==> src/rtl/iifs_pkg.sv <==
package iifs_pkg;
  localparam int unsigned IIFS_DATA_W = 32;
  localparam int unsigned IIFS_ADDR_W = 8;
  // register byte offsets
  localparam logic [7:0] IIFS_OFF_FLAG  = 8'h28;
  localparam logic [7:0] IIFS_OFF_SET   = 8'h2C;
  localparam logic [7:0] IIFS_OFF_CLEAR = 8'h30;
  // flag bit positions
  localparam int unsigned IIFS_B_START      = 0;
  localparam int unsigned IIFS_B_REPSTART   = 1;
  localparam int unsigned IIFS_B_ADDR       = 2;
  localparam int unsigned IIFS_B_TXDONE     = 3;
  localparam int unsigned IIFS_B_TX_LEVEL   = 4;
  localparam int unsigned IIFS_B_RXV        = 5;
  localparam int unsigned IIFS_B_ACK        = 6;
  localparam int unsigned IIFS_B_NACK       = 7;
  localparam int unsigned IIFS_B_CSTOP      = 8;
  localparam int unsigned IIFS_B_ARB        = 9;
  localparam int unsigned IIFS_B_BUSFAULT   = 10;
  localparam int unsigned IIFS_B_BUSHELD    = 11;
  localparam int unsigned IIFS_B_TX_OVF     = 12;
  localparam int unsigned IIFS_B_RX_UNF     = 13;
  localparam int unsigned IIFS_B_IDLE_TO    = 14;
  localparam int unsigned IIFS_B_LOW_TO     = 15;
  localparam int unsigned IIFS_B_TSTOP      = 16;
  localparam int unsigned IIFS_NFLAGS       = 17;
  // bits that the set and clear registers reach
  localparam logic [16:0] IIFS_W1_MASK = 17'h1FFCF;
  // value after reset of the flag register
  localparam logic [16:0] IIFS_FLAG_RST = 17'h00010;
  localparam logic [1:0]  IIFS_RESP_OKAY   = 2'h0;
  localparam logic [1:0]  IIFS_RESP_SLVERR = 2'h2;
  typedef enum logic [1:0] {
    IIFS_W_IDLE = 2'b01,
    IIFS_W_RESP = 2'b10
  } iifs_wstate_t;
endpackage

==> src/rtl/iifs_flag_if.sv <==
`timescale 1ns/1ps
interface iifs_flag_if;
  logic [16:0] set_mask;
  logic [16:0] clr_mask;
  logic [16:0] hw_set;
  logic        tx_written;
  logic        rx_read;
  logic        rx_has_data;
  logic [16:0] flags;
  modport bank (input set_mask, clr_mask, hw_set, tx_written, rx_read, rx_has_data, output flags);
  modport ctrl (output set_mask, clr_mask, hw_set, tx_written, rx_read, rx_has_data, input flags);
endinterface

==> src/rtl/iifs_flag_bank.sv <==
`timescale 1ns/1ps
module iifs_flag_bank
  import iifs_pkg::*;
(
  // clock and reset
  input wire logic aclk,
  input wire logic aresetn,
  // flag traffic
  iifs_flag_if.bank fb
);
  logic [16:0] flags;
  logic [16:0] next_flags;
  logic [16:0] sw_set;

  assign sw_set = fb.set_mask & IIFS_W1_MASK;

  genvar gi;
  generate
    for (gi = 0; gi < IIFS_NFLAGS; gi++) begin : g_flag
      if (gi == IIFS_B_TX_LEVEL) begin : g_txlvl
        // set on empty wins over clear on write
        assign next_flags[gi] = fb.hw_set[gi] ? 1'b1 : (fb.tx_written ? 1'b0 : flags[gi]);
      end else if (gi == IIFS_B_RXV) begin : g_rxv
        // follows buffer fill, dropped by a read
        assign next_flags[gi] = fb.hw_set[gi] | (fb.rx_has_data & ~fb.rx_read);
      end else begin : g_evt
        // set from either source beats clear
        assign next_flags[gi] = fb.hw_set[gi] | sw_set[gi] | (flags[gi] & ~fb.clr_mask[gi]);
      end
    end
  endgenerate

  always_ff @(posedge aclk) begin
    if (!aresetn) begin
      flags <= IIFS_FLAG_RST;
    end else begin
      flags <= next_flags;
    end
  end

  assign fb.flags = flags;
endmodule

==> src/rtl/iifs_top.sv <==
// Chosen here: the AXI4-Lite slave port.
`timescale 1ns/1ps
// What this block does
// - set register at 0x02C, resets zero
// - bit 16 sets target stop flag
// - bit 15 sets clock low timeout
// - bit 14 sets bus idle timeout
// - bit 13 sets rx underflow flag
// - bit 12 sets tx overflow flag
// - bit 11 sets bus held flag
// - bit 10 sets bus fault flag
// - bit 9 sets arbitration lost flag
// - bit 8 sets controller stop sent
// - bit 7 sets nack received flag
// - bit 6 sets ack received flag
// - bit 3 sets transfer done flag
// - bit 2 sets address match flag
// - bit 1 sets repeated start flag
// - bit 0 sets start flag
// - tx level flag: reset one, auto clear
// - rx valid follows buffer, clears on read
// - clear register at 0x030 clears flags 16..6 and 3..0
module iifs_top
  import iifs_pkg::*;
(
  // clock and reset
  input  wire logic        aclk,
  input  wire logic        aresetn,
  // axi4-lite write address
  input  wire logic [7:0]  s_axi_awaddr,
  input  wire logic [2:0]  s_axi_awprot,
  input  wire logic        s_axi_awvalid,
  output logic             s_axi_awready,
  // axi4-lite write data
  input  wire logic [31:0] s_axi_wdata,
  input  wire logic [3:0]  s_axi_wstrb,
  input  wire logic        s_axi_wvalid,
  output logic             s_axi_wready,
  // axi4-lite write response
  output logic [1:0]       s_axi_bresp,
  output logic             s_axi_bvalid,
  input  wire logic        s_axi_bready,
  // axi4-lite read address
  input  wire logic [7:0]  s_axi_araddr,
  input  wire logic [2:0]  s_axi_arprot,
  input  wire logic        s_axi_arvalid,
  output logic             s_axi_arready,
  // axi4-lite read data
  output logic [31:0]      s_axi_rdata,
  output logic [1:0]       s_axi_rresp,
  output logic             s_axi_rvalid,
  input  wire logic        s_axi_rready,
  // hardware flag events, one-cycle pulses; rx_buffer_has_data is a level
  input  wire logic [16:0] hw_flag_set,
  input  wire logic        tx_buffer_written,
  input  wire logic        rx_buffer_read,
  input  wire logic        rx_buffer_has_data,
  // flag state
  output logic [16:0]      flags
);
  iifs_flag_if fbus ();

  iifs_wstate_t wstate;
  iifs_wstate_t next_wstate;
  logic         aw_held;
  logic         w_held;
  logic [7:0]   aw_addr;
  logic [31:0]  w_data;
  logic [3:0]   w_strb;
  logic [31:0]  set_pulse;
  logic [31:0]  clr_pulse;

  // write channel
  wire        aw_take   = s_axi_awvalid & s_axi_awready;
  wire        w_take    = s_axi_wvalid & s_axi_wready;
  wire        have_aw   = aw_held | aw_take;
  wire        have_w    = w_held | w_take;
  wire [7:0]  cur_waddr = aw_take ? s_axi_awaddr : aw_addr;
  wire [31:0] cur_wdata = w_take ? s_axi_wdata : w_data;
  wire [3:0]  cur_wstrb = w_take ? s_axi_wstrb : w_strb;
  wire        do_write  = (wstate == IIFS_W_IDLE) & have_aw & have_w;
  wire [7:0]  waddr_al  = {cur_waddr[7:2], 2'b00};
  wire        hit_set   = waddr_al == IIFS_OFF_SET;
  wire        hit_clr   = waddr_al == IIFS_OFF_CLEAR;
  wire        hit_flag  = waddr_al == IIFS_OFF_FLAG;
  wire        w_mapped  = hit_set | hit_clr | hit_flag;

  function automatic logic [31:0] strb_mask(input logic [3:0] s);
    strb_mask = {{8{s[3]}}, {8{s[2]}}, {8{s[1]}}, {8{s[0]}}};
  endfunction

  // ones only act, reserved bits dropped
  wire [31:0] w1_bits    = cur_wdata & strb_mask(cur_wstrb) & {15'h0000, IIFS_W1_MASK};
  wire [31:0] next_set   = (do_write & hit_set) ? w1_bits : 32'h00000000;
  wire [31:0] next_clr   = (do_write & hit_clr) ? w1_bits : 32'h00000000;

  always_comb begin
    next_wstate = wstate;
    case (wstate)
      IIFS_W_IDLE: begin
        if (do_write) begin
          next_wstate = IIFS_W_RESP;
        end
      end
      IIFS_W_RESP: begin
        if (s_axi_bready) begin
          next_wstate = IIFS_W_IDLE;
        end
      end
      default: next_wstate = IIFS_W_IDLE;
    endcase
  end

  always_ff @(posedge aclk) begin
    if (!aresetn) begin
      wstate        <= IIFS_W_IDLE;
      aw_held       <= 1'b0;
      w_held        <= 1'b0;
      aw_addr       <= 8'h00;
      w_data        <= 32'h00000000;
      w_strb        <= 4'h0;
      s_axi_awready <= 1'b0;
      s_axi_wready  <= 1'b0;
      s_axi_bvalid  <= 1'b0;
      s_axi_bresp   <= IIFS_RESP_OKAY;
      set_pulse     <= 32'h00000000;
      clr_pulse     <= 32'h00000000;
    end else begin
      wstate        <= next_wstate;
      set_pulse     <= next_set;
      clr_pulse     <= next_clr;
      if (aw_take) begin
        aw_addr <= s_axi_awaddr;
      end
      if (w_take) begin
        w_data <= s_axi_wdata;
        w_strb <= s_axi_wstrb;
      end
      aw_held       <= do_write ? 1'b0 : have_aw;
      w_held        <= do_write ? 1'b0 : have_w;
      s_axi_awready <= (next_wstate == IIFS_W_IDLE) & ~(do_write ? 1'b0 : have_aw);
      s_axi_wready  <= (next_wstate == IIFS_W_IDLE) & ~(do_write ? 1'b0 : have_w);
      if (do_write) begin
        s_axi_bvalid <= 1'b1;
        s_axi_bresp  <= w_mapped ? IIFS_RESP_OKAY : IIFS_RESP_SLVERR;
      end else if (s_axi_bready) begin
        s_axi_bvalid <= 1'b0;
      end
    end
  end

  // read channel
  wire        ar_take   = s_axi_arvalid & s_axi_arready;
  wire [7:0]  raddr_al  = {s_axi_araddr[7:2], 2'b00};
  wire        r_flag    = raddr_al == IIFS_OFF_FLAG;
  wire        r_w1      = (raddr_al == IIFS_OFF_SET) | (raddr_al == IIFS_OFF_CLEAR);
  // set and clear registers read as zero
  wire [31:0] rd_value  = r_flag ? {15'h0000, fbus.flags} : 32'h00000000;
  wire [1:0]  rd_resp   = (r_flag | r_w1) ? IIFS_RESP_OKAY : IIFS_RESP_SLVERR;

  always_ff @(posedge aclk) begin
    if (!aresetn) begin
      s_axi_arready <= 1'b0;
      s_axi_rvalid  <= 1'b0;
      s_axi_rdata   <= 32'h00000000;
      s_axi_rresp   <= IIFS_RESP_OKAY;
    end else begin
      if (ar_take) begin
        s_axi_arready <= 1'b0;
        s_axi_rvalid  <= 1'b1;
        s_axi_rdata   <= rd_value;
        s_axi_rresp   <= rd_resp;
      end else if (s_axi_rvalid & s_axi_rready) begin
        s_axi_rvalid  <= 1'b0;
        s_axi_arready <= 1'b1;
      end else if (!s_axi_rvalid) begin
        s_axi_arready <= 1'b1;
      end
    end
  end

  // software set bits 16..6 and 3..0 reach the flags
  assign fbus.set_mask    = set_pulse[16:0];
  assign fbus.clr_mask    = clr_pulse[16:0];
  assign fbus.hw_set      = hw_flag_set;
  assign fbus.tx_written  = tx_buffer_written;
  assign fbus.rx_read     = rx_buffer_read;
  assign fbus.rx_has_data = rx_buffer_has_data;

  iifs_flag_bank u_bank (
    .aclk    (aclk),
    .aresetn (aresetn),
    .fb      (fbus.bank)
  );

  always_ff @(posedge aclk) begin
    if (!aresetn) begin
      flags <= IIFS_FLAG_RST;
    end else begin
      flags <= fbus.flags;
    end
  end
endmodule
==> config.mk <==
export PLATFORM = sky130hd
export DESIGN_NAME = iifs_top
export DESIGN_NICKNAME = d
export VERILOG_FILES = /design/src/rtl/iifs_pkg.sv /design/src/rtl/iifs_flag_if.sv /design/src/rtl/iifs_flag_bank.sv /design/src/rtl/iifs_top.sv
export SDC_FILE = /design/constraint.sdc
export NUM_CORES = 1
export LEC_CHECK = 0
export BUFFER_PORTS_ARGS = -buffer_cell sky130_fd_sc_hd__buf_2
export CAP_MARGIN = 10
export CORE_ASPECT_RATIO = 1.4
export CORE_MARGIN = 1
export CORE_UTILIZATION = 53
export DETAILED_ROUTE_END_ITERATION = 10
export PLACE_DENSITY = 0.81
export SYNTH_ARGS = -nofsm -noshare
export SYNTH_HDL_FRONTEND = slang
export SYNTH_SLANG_ARGS = --single-unit
==> constraint.sdc <==
create_clock -name aclk -period 3.9 [get_ports aclk]
set_input_delay 0.195 -clock aclk [delete_from_list [all_inputs] [get_ports aclk]]
set_output_delay 0.195 -clock aclk [all_outputs]
set_load 0.005 [all_outputs]
==> metrics.cfg <==
[outcome]
status=finished clean

[placement]
dp_hpwl_um=5590
port_buffers=97
gp_congestion=0.768

[sta]
worst-slew-pin-transition_ps=1010
fin_skew_ps=9.36
finalSetupTns_ps=0
finalHoldViolations=0
slew_violations=0
fmax_mhz=457
min_period_ps=2190
setup_viol=0
timing.final.crit_share=0.561
rsz0062_at_grt=no
relSlewSlack=0.328

[worst_setup_path]
cp-end-kind=flop
slowest_delay_ps=770
crit_slowest_cell=nand2_1
cp_max_fo=21
worst_ep_required_time_ps=4330
critPathTopFamily=simple AND/OR/NAND/NOR gates
cp_data_arrival_time_ps=2620
path_buf_inv=0
crit_chain=nand2_1 -> a31oi_1 -> a211oi_1 -> nor2b_1
cp-start-kind=flop
crit_type=flop to flop

[yosys]
async_flop_share=0
synth_cell_types=41
ys.flop_type=dfxtp_1
syn_avg_cell_area_um2=10.1
netlist_area_um2=3990
syn_inst=393
synth_seq_area_share=0.582
synth_edf_count=0
yosysWarnings=0
ys_ff_latch=116

[finish]
layout.nets=628
area_growth_pct=38.0
drive_above_1_share=0.246
n_fill_cell=521
final_util=0.752
antenna_cells=0

[die]
num_io_pins=143
die-area_um2=7880
core-area_um2=7310
initial_core_util=0.545
die_x_um=75.3
rows=37
dieHeight_um=105

[clock_tree]
cts_root_buf=clkbuf_8
htree_levels=4
cts_num_sinks=116
cts_tree=built
clockBufferDepth=2
cts_buffers=17
clk_latency_ps=510
clk_pin_slew_ps=60
post_cts.repair.setup_buffers=0

[hold_path]
min_path_type=input pin to flop

[routing]
firstDrtPassIters=5
dr_total_vias=3235
drc=0
wl_um=9060
viasPerCell=4.98
wl_per_cell_um=13.9
drt-initial-drc-count=149
antenna_left=0

[global_routing]
grt_pass1_vias=3129
grt_pass1_wl_um=14200
grt.total_usage=0.248
antenna_found_initial=0
grt_start_max_net_pins=46
gr-total-overflow=0

[pwr]
p_leak_nw=2.53
peakVddDrop_mv=0.423
powerDensity_nw_per_um2=577

[flow_run]
maxCapViolCount=0

==> cell type report <==
cell class / instances / area (um2) / area share
well taps: 97 / 121 / 0.0221
inverters: 7 / 26.3 / 0.00477
flip-flops and latches: 116 / 2320 / 0.422
repair buffers: 144 / 951 / 0.173
clock inverters: 12 / 131 / 0.0239
multi-input cells: 255 / 1510 / 0.274
clock buffers: 19 / 442 / 0.0803
==> final timing paths <==
kind | start | endpoint | slack (ps) | cells past startpoint
setup / recovery | s_axi_wready | set_pulse[3] | 1710 | 4
hold reg to reg | w_data[16] | w_data[16] | 460 | 2
setup reg to reg | s_axi_wready | set_pulse[3] | 1710 | 4
hold / removal | s_axi_wvalid | w_data[16] | 30 | 3
==> kinds of logic after synthesis <==
family | synth area share
compound gates | 0.122
fa+ha+maj | 0.00627
mux | 0.0376
buf+inv | 0.0546
other cells | 0.000940
flops | 0.582
simple gates | 0.196
==> repair_timing <==
action | 4_1_cts | 5_1_grt
hold endpoints to repair | 67 | 0
hold buffers | 45 | 0
resized for setup | 0 | 0
==> worst min-delay path: cells and delay by family <==
family,cells,cell delay (ps)
buffers and inverters,1,150
and+or+nand+nor,1,90
AOI/OAI and AO/OA,1,50
==> sequential cells by signal (all words and copies together) (netlist names) <==
signal	flops
clr_pulse	15
aw_held	1
u_bank.fb.flags	17
s_axi_bvalid	1
s_axi_bresp	1
s_axi_awready	1
w_strb	3
s_axi_rresp	1
s_axi_arready	1
w_held	1
w_data	15
s_axi_wready	1
wstate	2
aw_addr	6
s_axi_rdata	17
flags	17
s_axi_rvalid	1
set_pulse	15
==> synthesized netlist by cell type (all sizes together), types with 3 or more instances <==
cell      n  share of area
o21ai     3         0.0038
a21oi    32          0.040
a22o     17          0.037
and3      6         0.0094
clkbuf    8         0.0075
buf      23          0.040
and2     17          0.027
nand2b   19          0.030
nand2    17          0.016
a211oi    3         0.0056
nor2b     7          0.011
nor2     61          0.057
dfxtp   116           0.58
nand3     8          0.010
nand4     4         0.0063
mux2i    15          0.038
inv       7         0.0066
nor4b     3          0.010
a21o      4         0.0075
==> layout by cell type, fill, tap and decap left out, types with 8 or more instances in the layout <==
master,Yosys,final
a21oi_1,32,32
a22o_1,17,17
and2_1,17,17
buf_2,3,97
clkbuf_16,0,16
conb_1,1,17
dfxtp_1,116,116
dlygate4sd3_1,0,45
mux2i_1,15,15
nand2_1,17,17
nand2b_1,19,19
nand3_1,8,8
nor2_1,61,61
==> metrics by stage <==
step	hold slack [ps]	cell area (um2)	total power [mW]	cells	worst slack, ps
after floorplan	289	4050	1.59	409	2220
after global placement	380	4480	1.67	574	1800
after detailed placement	387	4480	1.69	574	1730
after CTS	6.43	5500	3.19	650	1710
after global routing	30.4	5500	3.31	650	1530
final	33.3	5500	3.18	650	1710
==> report_power, final <==
| part | total [mW] | switching, mW | internal, mW |
|---|---|---|---|
| registers | 1.32 | 0.0564 | 1.27 |
| logic | 0.391 | 0.215 | 0.176 |
| clock network | 1.46 | 0.528 | 0.936 |
==> layer usage <==
layer  global-route usage  routed length, um  vias to the layer above
li1                     -                  -                     1606
met1                0.244               3510                     1510
met2                0.447               5000                      104
met3               0.0810                424                       15
met4                0.114                120                        0
met5                    0                  0                        -
Power figures use the tool's default switching activity.
